$ cat src/shared/dawc_pkg.sv
package dawc_pkg;
  // Memory-mapped control register
  localparam logic [19:0] DAWC_CTL_OFFSET = 20'h45000;
  localparam logic [31:0] DAWC_CTL_RESET  = 32'hc2240622;
  localparam int          DAWC_ADDR_MIN   = 19;
  // Field positions in the control register
  localparam int DAWC_CMP_WAKE_BIT = 31;
  localparam int DAWC_REM_WAKE_BIT = 30;
  localparam int DAWC_OPP_MODE_BIT = 29;
  localparam int DAWC_RSVD_BIT     = 28;
  // Self refresh phase as seen by the arbiter
  typedef enum logic [1:0] {
    DAWC_AWAKE,
    DAWC_SLEEP,
    DAWC_WAKING
  } dawc_phase_e;
endpackage

$ cat src/shared/dawc_client_if.sv
`timescale 1ns/1ps
interface dawc_client_if;
  logic req;
  logic wake_en;
  logic in_sr;
  logic wake;
  logic grant;
  logic pending;
  modport gate (input req, input wake_en, input in_sr,
                output wake, output grant, output pending);
  modport arb  (output req, output wake_en, output in_sr,
                input wake, input grant, input pending);
endinterface

$ cat src/rtl/dawc_wake_gate.sv
`timescale 1ns/1ps
module dawc_wake_gate
  import dawc_pkg::*;
(
  input  wire logic   clock,
  input  wire logic   rst_n,
  dawc_client_if.gate cl
);
  typedef struct packed {
    logic pending;
    logic grant;
    logic wake;
  } dawc_gate_s;

  dawc_gate_s s;
  dawc_gate_s next_s;

  // Held request: served once memory is out of self refresh
  always_comb begin
    next_s         = s;
    next_s.grant   = s.pending && !cl.in_sr;
    // A new request in the grant cycle is kept, set beats clear
    next_s.pending = cl.req || (s.pending && cl.in_sr);
    // Wake only while allowed; otherwise the request just waits
    next_s.wake    = (s.pending || cl.req) && cl.wake_en
                     && cl.in_sr;
  end

  always_ff @(posedge clock or negedge rst_n) begin
    if (!rst_n) begin
      s <= '0;
    end else begin
      s <= next_s;
    end
  end

  assign cl.pending = s.pending;
  assign cl.grant   = s.grant;
  assign cl.wake    = s.wake;

  property p_held_not_lost;
    @(posedge clock) disable iff (!rst_n)
      cl.req && cl.in_sr |=> s.pending;
  endproperty
  a_held_not_lost: assert property (p_held_not_lost)
    else $error("request in self refresh was dropped");

  // Without a fresh request the grant is one pulse and clears pending
  property p_grant_on_exit;
    @(posedge clock) disable iff (!rst_n)
      s.pending && !cl.in_sr && !cl.req
        |=> s.grant && !s.pending ##1 !s.grant;
  endproperty
  a_grant_on_exit: assert property (p_grant_on_exit)
    else $error("held request not granted after self refresh");

  property p_wake_needs_enable;
    @(posedge clock) disable iff (!rst_n)
      s.wake |-> $past(cl.wake_en) && $past(cl.in_sr);
  endproperty
  a_wake_needs_enable: assert property (p_wake_needs_enable)
    else $error("wake raised without its enable");
endmodule

$ cat src/rtl/dawc_arbiter.sv
`timescale 1ns/1ps
// Notes on behaviour
// - Control register is 32-bit RW at 45000h, reset value c2240622h.
// - Bit 31 set lets compressor writes wake memory from self refresh.
// - Bit 30 set lets remote console write-backs wake memory.
// - Bit 29 set allows opportunistic display fetch when others wake memory.
// - No opportunistic fetch when the display itself is waking memory.
// - Bit 28 is reserved and changes nothing in arbitration.
module dawc_arbiter
  import dawc_pkg::*;
#(
  parameter int ADDR_W = 20
) (
  input  wire logic              clock,
  input  wire logic              rst_n,
  input  wire logic [ADDR_W-1:0] reg_addr,
  input  wire logic              reg_wr,
  input  wire logic              reg_rd,
  input  wire logic [31:0]       reg_wdata,
  output logic      [31:0]       reg_rdata,
  output logic                   reg_rvalid,
  input  wire logic              mem_self_refresh,
  input  wire logic              compressor_req,
  output logic                   compressor_grant,
  output logic                   compressor_pending,
  input  wire logic              remote_req,
  output logic                   remote_grant,
  output logic                   remote_pending,
  input  wire logic              display_wake_req,
  input  wire logic              other_wake_req,
  output logic                   mem_wake,
  output logic                   opp_fetch
);
  // Offset must fit in the address port
  if (ADDR_W < DAWC_ADDR_MIN) begin : g_addr_check
    $error("ADDR_W too narrow for the control register offset");
  end

  typedef struct packed {
    logic [31:0] ctl;
    logic [31:0] rdata;
    logic        rvalid;
    logic        prev_sr;
    logic        disp_woke;
    logic        other_woke;
    logic        mem_wake;
    logic        opp_fetch;
    dawc_phase_e phase;
  } dawc_arb_s;

  dawc_arb_s s;
  dawc_arb_s next_s;

  dawc_client_if cmp_if ();
  dawc_client_if rem_if ();

  logic hit;
  logic sr_exit;
  logic other_wake;

  // Cast, not a part-select: wider address ports stay legal
  assign hit = reg_addr == ADDR_W'(DAWC_CTL_OFFSET);
  assign sr_exit = s.prev_sr && !mem_self_refresh;
  assign other_wake = cmp_if.wake || rem_if.wake || other_wake_req;

  // Compressor and remote console each get their own hold-and-wake gate
  assign cmp_if.req     = compressor_req;
  assign cmp_if.wake_en = s.ctl[DAWC_CMP_WAKE_BIT];
  assign cmp_if.in_sr   = mem_self_refresh;
  assign rem_if.req     = remote_req;
  assign rem_if.wake_en = s.ctl[DAWC_REM_WAKE_BIT];
  assign rem_if.in_sr   = mem_self_refresh;

  dawc_wake_gate u_cmp_gate (
    .clock (clock),
    .rst_n (rst_n),
    .cl    (cmp_if)
  );

  dawc_wake_gate u_rem_gate (
    .clock (clock),
    .rst_n (rst_n),
    .cl    (rem_if)
  );

  // Register access, wake merging and fetch decision
  always_comb begin
    next_s           = s;
    next_s.rvalid    = reg_rd;
    next_s.rdata     = '0;
    if (reg_rd && hit) begin
      next_s.rdata = s.ctl;
    end
    // Bit 28 is stored but read by no arbitration logic
    if (reg_wr && hit) begin
      next_s.ctl = reg_wdata;
    end
    next_s.prev_sr   = mem_self_refresh;
    // Only enabled gates raise wake; held ones just wait
    next_s.mem_wake  = mem_self_refresh
                       && (other_wake || display_wake_req);
    next_s.opp_fetch = 1'b0;
    case (s.phase)
      DAWC_AWAKE: begin
        // A wake in the first self refresh cycle must count too
        next_s.disp_woke  = mem_self_refresh && display_wake_req;
        next_s.other_woke = mem_self_refresh && other_wake;
        if (mem_self_refresh) begin
          next_s.phase = DAWC_SLEEP;
        end
      end
      DAWC_SLEEP, DAWC_WAKING: begin
        // Remember who caused the wake until the exit edge
        if (display_wake_req) begin
          next_s.disp_woke = 1'b1;
        end
        if (other_wake) begin
          next_s.other_woke = 1'b1;
        end
        if (display_wake_req || other_wake) begin
          next_s.phase = DAWC_WAKING;
        end
        if (sr_exit || !mem_self_refresh) begin
          next_s.phase      = DAWC_AWAKE;
          // Fetch regardless of watermark, but never on own wake
          next_s.opp_fetch  = s.ctl[DAWC_OPP_MODE_BIT]
                              && s.other_woke
                              && !s.disp_woke;
          next_s.disp_woke  = 1'b0;
          next_s.other_woke = 1'b0;
        end
      end
      default: begin
        next_s.phase = DAWC_AWAKE;
      end
    endcase
  end

  // Reset loads the documented control value
  always_ff @(posedge clock or negedge rst_n) begin
    if (!rst_n) begin
      s       <= '0;
      s.ctl   <= DAWC_CTL_RESET;
      s.phase <= DAWC_AWAKE;
    end else begin
      s <= next_s;
    end
  end

  assign reg_rdata          = s.rdata;
  assign reg_rvalid         = s.rvalid;
  assign mem_wake           = s.mem_wake;
  assign opp_fetch          = s.opp_fetch;
  assign compressor_grant   = cmp_if.grant;
  assign compressor_pending = cmp_if.pending;
  assign remote_grant       = rem_if.grant;
  assign remote_pending     = rem_if.pending;

  property p_write_readback;
    @(posedge clock) disable iff (!rst_n)
      reg_wr && hit && !reg_rd ##1 reg_rd && hit && !reg_wr
        |=> reg_rvalid && reg_rdata == $past(reg_wdata, 2);
  endproperty
  a_write_readback: assert property (p_write_readback)
    else $error("control register readback mismatch");

  property p_cmp_wake;
    @(posedge clock) disable iff (!rst_n)
      compressor_req && s.ctl[DAWC_CMP_WAKE_BIT] && mem_self_refresh
        ##1 mem_self_refresh && !reg_wr |=> mem_wake;
  endproperty
  a_cmp_wake: assert property (p_cmp_wake)
    else $error("compressor request did not wake memory");

  property p_rem_wake;
    @(posedge clock) disable iff (!rst_n)
      remote_req && s.ctl[DAWC_REM_WAKE_BIT] && mem_self_refresh
        ##1 mem_self_refresh && !reg_wr |=> mem_wake;
  endproperty
  a_rem_wake: assert property (p_rem_wake)
    else $error("remote console request did not wake memory");

  property p_opp_fetch;
    @(posedge clock) disable iff (!rst_n)
      s.phase != DAWC_AWAKE && !mem_self_refresh && s.other_woke
        && !s.disp_woke && s.ctl[DAWC_OPP_MODE_BIT] |=> opp_fetch;
  endproperty
  a_opp_fetch: assert property (p_opp_fetch)
    else $error("opportunistic fetch missing after foreign wake");

  property p_no_own_fetch;
    @(posedge clock) disable iff (!rst_n)
      opp_fetch |-> !$past(s.disp_woke) && $past(s.ctl[DAWC_OPP_MODE_BIT]);
  endproperty
  a_no_own_fetch: assert property (p_no_own_fetch)
    else $error("opportunistic fetch while display was waking");

  property p_wake_cause;
    @(posedge clock) disable iff (!rst_n)
      mem_wake |-> $past(cmp_if.wake || rem_if.wake || other_wake_req
                         || display_wake_req);
  endproperty
  a_wake_cause: assert property (p_wake_cause)
    else $error("memory wake without a client cause");

  property p_disabled_holds;
    @(posedge clock) disable iff (!rst_n)
      compressor_req && !s.ctl[DAWC_CMP_WAKE_BIT] && mem_self_refresh
        |=> compressor_pending;
  endproperty
  a_disabled_holds: assert property (p_disabled_holds)
    else $error("disabled compressor request not held");

  // Unmapped reads still answer, with zero data
  property p_unmapped_read;
    @(posedge clock) disable iff (!rst_n)
      reg_rd && !hit |=> reg_rvalid && reg_rdata == '0;
  endproperty
  a_unmapped_read: assert property (p_unmapped_read)
    else $error("unmapped read returned data");

  // Display wake just before exit must still block the fetch
  property p_own_wake_blocks;
    @(posedge clock) disable iff (!rst_n)
      mem_self_refresh && display_wake_req ##1 !mem_self_refresh
        |=> !opp_fetch;
  endproperty
  a_own_wake_blocks: assert property (p_own_wake_blocks)
    else $error("opportunistic fetch after display wake");
endmodule

$ cat config.mk
export PLATFORM = sky130hd
export DESIGN_NAME = dawc_arbiter
export DESIGN_NICKNAME = d
export VERILOG_FILES = /design/src/shared/dawc_pkg.sv /design/src/shared/dawc_client_if.sv /design/src/rtl/dawc_wake_gate.sv /design/src/rtl/dawc_arbiter.sv
export SDC_FILE = /design/constraint.sdc
export NUM_CORES = 1
export LEC_CHECK = 0
export BUFFER_PORTS_ARGS = -buffer_cell sky130_fd_sc_hd__buf_2
export CORE_UTILIZATION = 50
export DETAILED_ROUTE_END_ITERATION = 12
export PLACE_DENSITY = 0.78
export SLEW_MARGIN = 5
export SYNTH_ARGS = -nofsm -noshare
export SYNTH_HDL_FRONTEND = slang
export SYNTH_SLANG_ARGS = --single-unit
$ cat constraint.sdc
create_clock -name clock -period 1.6 [get_ports clock]
set_input_delay 0.24 -clock clock [delete_from_list [all_inputs] [get_ports clock]]
set_output_delay 0.24 -clock clock [all_outputs]
set_load 0.02 [all_outputs]
# Yosys cells after proc, flatten, opt, wreduce, memory -nomap -nowiden
# Index checks and enable logic that the tools add are counted.
# totals
ff_bits	78
inputBits	61
output_inout_bits	39
# op_classes
eq_ne	7
muxes	10
reduce_logical	32
# op_table
operator	count
two-way mux 32 bit	1
== test 20 x 19 -> 1 bit, second input constant	1
logical AND 1 bit	16
inequality test 3 bit, second input constant	3
logical OR 1 bit	8
case mux 2 bit (2 select lines)	2
two-way mux 2 bit	3
AND reduction 2 bit	3
two-way mux 1 bit	3
two-way mux 3 bit	1
== test 2 x 1 -> 1 bit, second input constant	1
== test 2 bit, second input constant	1
zero test 1 bit	2
zero test 2 bit	1
inequality test 2 bit, second input constant	1
nonzero test 2 bit	1
OR reduction 2 bit	1

# Longest topological paths before layout
# logic_depth
word_depth	6
ltp_mapped	6
ltp_nobuf	5

# Modules after synthesis
# A second synthesis with hierarchy kept.
# unflattened
cells_unflattened	222
hier_area_um2	3251.9
# modules_own_cells
mod	n_inst	cells_per_inst	area_each_um2	seq_area_each_um2
dawc_arbiter	1	210	3046.7	1788.0
dawc_wake_gate	2	6	102.6	75.1

# Worst setup path after synthesis
# No wires, ideal clock.
# synth_path
path_kind	in2reg
startpoint	in reg_addr[17]
endpoint	reg s[40] in the netlist's numbering
arrival_time_ns	1.623
slack_ns	-0.149
path_stages	5
path_buffers	2
path_cell_list	or4b_1 -> or3_1 -> buf_6 -> buf_12 -> mux2_4
# synth_via
elab_chain_len	2
# synth_rtl
item	line_no	rtl
start, declared	dawc_arbiter.sv:16	input wire logic [ADDR_W-1:0] reg_addr,
== test 20 x 19 -> 1 bit	dawc_arbiter.sv:62	assign hit = reg_addr == ADDR_W'(DAWC_CTL_OFFSET);
logical AND 1 bit	dawc_arbiter.sv:95	if (reg_wr && hit) begin
end signal, assigned	dawc_arbiter.sv:146	s <= next_s;
end, declared	dawc_arbiter.sv:51	dawc_arb_s s;
# Every way passes these cells.
# A chain may end at the register's enable or synchronous reset.

# Worst setup path after layout
# layout_path
startpoint	in reg_addr[17]
endpoint	reg s[68] in the netlist's numbering
# Same word-level chain as after synthesis.

==> metrics.md <==
| Metric | Value |
|---|---|
| Outcome | `finished, final reports clean` |
| Critical Path RT | `1.82 ns` |
| Critical Path AT | `1.74 ns` |
| Hold_ws | `0.0258 ns` |
| Clk buf depth | `2` |
| Chip height | `82.3 µm` |
| Max-slew violation count | `0` |
| Die ar. | `0.00677 mm²` |
| Antenna Cells | `0` |
| Max_cap viols | `0` |
| Syn Area/Cell | `14.5 µm²` |
| Final Cycle Share | `95.3%` |
| Slew headroom | `72.6%` |
| Post-synth cell types | `26` |
| Num CTS Buffers | `9` |
| Top sig layer | `met4` |
| Simple-gate share of the synthesized area | `10.6%` |
| Power Dens Cells | `991 mW/mm²` |
| Worst-path clk slew | `0.07 ns` |
| Final design utilization | `62.6%` |
| # port buffers | `99` |
| Max rail drop VDD | `0.626 mV` |
| Total iterations of the first detailed-routing run | `4` |
| Vias in the first global route | `1,882` |
| Final Critical Period | `1.53 ns` |
| Placement Setup Slack | `-0.381 ns` |
| Core Region | `0.00606 mm²` |
| Routed met2 length | `2600 µm` |
| Mux share of post-synthesis cell area | `15.0%` |
| FF+latch count, synth | `77` |
| Routed via count | `1,845` |
| Post-DP Area | `0.00357 mm²` |
| Starting density of the core | `53.2%` |
| Worst-Margin Slew | `0.411 ns` |
| GRT Overall Usage | `18.2%` |
| Synth Area in XOR/XNOR | `0%` |
| Site row count | `28` |
| Final worst slack | `0.0745 ns` |
| Routed WL | `5420 µm` |
| Synth Area in Adders | `1.16%` |
| DP Wirelength | `3680 µm` |
| Die width | `82.3 µm` |
| Worst-Skew Late Latency | `0.34 ns` |
| Initial antenna violation count | `0` |
| RSZ-0062 raised after global routing | `no` |
| Setup Fix Bufs, Post-CTS | `0` |
| Setup crit start kind | `input pin` |
| CTS tree | `done` |
| DRT met1 WL | `2360 µm` |
| Detailed-route DRC error count | `0` |
| Top cell type's share of synthesized area | `52.8%` |
| Worst Clk Skew | `0.0121 ns` |
| Dominant synthesized flop cell | `dfrtp_1` |
| Net count after synthesis | `287` |
| Clock Sinks | `77` |
| Final Hold Violating Endpoints | `0` |
| GRT Residual Overflow | `0` |
| Synth-to-layout area growth | `17.6%` |
| Crit end category | `register` |
| Final Cell Area | `0.00379 mm²` |
| Iteration-0 DRC Markers | `63` |
| DR WL/cell | `14.2 µm` |
| Io pins | `100` |
| Mapped Area | `0.00322 mm²` |
| Max Freq | `656 MHz` |
| NumNets Final | `365` |
| Root buffer cell | `clkbuf_8` |
| Vias/cell | `4.84` |
| Final GP Congestion | `0.791` |
| Crit Path Class | `in2reg` |
| Synth Area in Compound Gates | `2.60%` |
| Max FO, Critical Path | `16` |
| Cells after Synth | `223` |
| Metal3 WL | `364 µm` |
| First-pass GRT wire length | `8770 µm` |
| Yosys warns | `0` |
| P_leak | `2.14 nW` |
| EDFF count, synth | `0` |
| Routed Antenna Nets | `0` |
| TNS Setup | `0 ns` |
| Hold WC Path Type | `in2reg` |
| Seq/Total Area, Yosys | `60.1%` |
| Synth area leaders | `dfrtp_1, mux2_4, buf_4, dfstp_2, and2_1` |
| Layout cells sized above 1 | `53.9%` |
| Largest net degree at the start of global routing | `34` |
| Max H-tree Level | `3` |
| FFs w/ async S/R, synth | `100%` |
| Final setup fails | `0` |
| Largest family of logic cells by synthesized area | `multiplexers` |
| Area leader, netlist | `dfrtp_1` |
per-stage QoR:
step                total power [W]  cells
finish                      0.00376    381
global route                0.00396    381
CTS                         0.00380    381
detailed placement          0.00253    363
global placement            0.00249    363
floorplan                   0.00232    223
routing by layer:
| metal | up-vias | track usage [%] |
|---|---|---|
| met1 | 891 | 22.4 |
| met4 | 0 | 8.95 |
| met5 | - | 0 |
| met3 | 9 | 5.05 |
| li1 | 866 | - |
| met2 | 79 | 29.4 |
cell usage in the layout (no fill, tap or decap):
| master | instances |
|---|---|
| a21o_1 | 2 |
| a22o_1 | 2 |
| a31oi_1 | 1 |
| a32o_1 | 1 |
| and2_1 | 32 |
| buf_12 | 3 |
| buf_16 | 1 |
| buf_2 | 98 |
| buf_4 | 4 |
| clkbuf_1 | 2 |
| clkbuf_8 | 10 |
| clkinv_2 | 3 |
| clkinv_4 | 1 |
| dfrtp_1 | 68 |
| dfstp_2 | 9 |
| dlygate4sd3_1 | 1 |
| ha_1 | 3 |
| inv_1 | 3 |
| mux2_2 | 3 |
| mux2_4 | 30 |
| nand2_1 | 6 |
| nand4_1 | 1 |
| nand4b_1 | 1 |
| nor2_1 | 2 |
| nor2_2 | 1 |
| nor2b_1 | 4 |
| nor4_1 | 3 |
| nor4b_1 | 2 |
| nor4b_2 | 1 |
| o211a_1 | 2 |
| o21ai_0 | 3 |
| or3_1 | 1 |
| or3_4 | 1 |
| or4b_1 | 1 |
cell usage after synthesis (all sizes together), types with 3 or more instances:
master / count
dfrtp: 68
buf: 36
mux2: 33
and2: 32
dfstp: 9
nand2: 6
clkbuf: 4
nor2b: 4
ha: 3
inv: 3
nor2: 3
nor4: 3
nor4b: 3
o21ai: 3
layout make-up:
class                           instances  area (µm²)
Inverter                                3        11.3
Fill cell                             471        2270
Multi-Input combinational cell        103         961
Tap cell                               75        93.8
Sequential cell                        77        1940
Clock buffer                           12         145
Clock inverter                          4        23.8
Timing Repair Buffer                  107         618
report_power, final:
| group | leakage, nW | switching (W) | internal, W | total (W) |
|---|---|---|---|---|
| Clock | 0.0901 | 0.000666 | 0.000602 | 0.00127 |
| Sequential | 1.02 | 0.0000457 | 0.00201 | 0.00205 |
| Combinational | 1.03 | 0.000233 | 0.000205 | 0.000438 |
flip-flops by register name, summed over array words and instances (netlist names):
name and count:
u_rem_gate.cl.wake 1, mem_wake 1, rem_if.wake_en 1, cmp_if.wake_en 1, s 34, opp_fetch 1, u_cmp_gate.cl.wake 1, u_rem_gate.cl.pending 1
u_cmp_gate.cl.grant 1, reg_rvalid 1, u_rem_gate.cl.grant 1, u_cmp_gate.cl.pending 1, reg_rdata 32
logic make-up after synthesis:
family	Yosys count
compound gates	11
buf+inv	43
fa+ha+maj	3
flops	77
mux	33
simple gates	56
worst max-delay path: stages:
cell and delay [ns]:
buf_2 0.10, or4b_1 0.52, or3_4 0.39, buf_12 0.18
mux2_4 0.30
final timing paths:
kind,slack (ns),to,start,depth (start not counted)
max,0.07,s[68],reg_addr[17],5
min,0.03,reg_rvalid,reg_rd,1
max reg2reg,0.13,s[0],s[1],5
min in group asynchronous,0.37,reg_rdata[6],rst_n,2
max in group asynchronous,0.59,s[45],rst_n,3
min reg2reg,0.46,opp_fetch,s[5],1
what timing repair did:
| action | 4_1_cts | 5_1_grt |
|---|---|---|
| hold buffers | 1 | 0 |
| resized for setup | 3 | 0 |
| endpoints found under the hold margin | 23 | 0 |
| setup endpoints to repair | 22 | 0 |
Note: power is estimated with default switching activity, not from simulation.
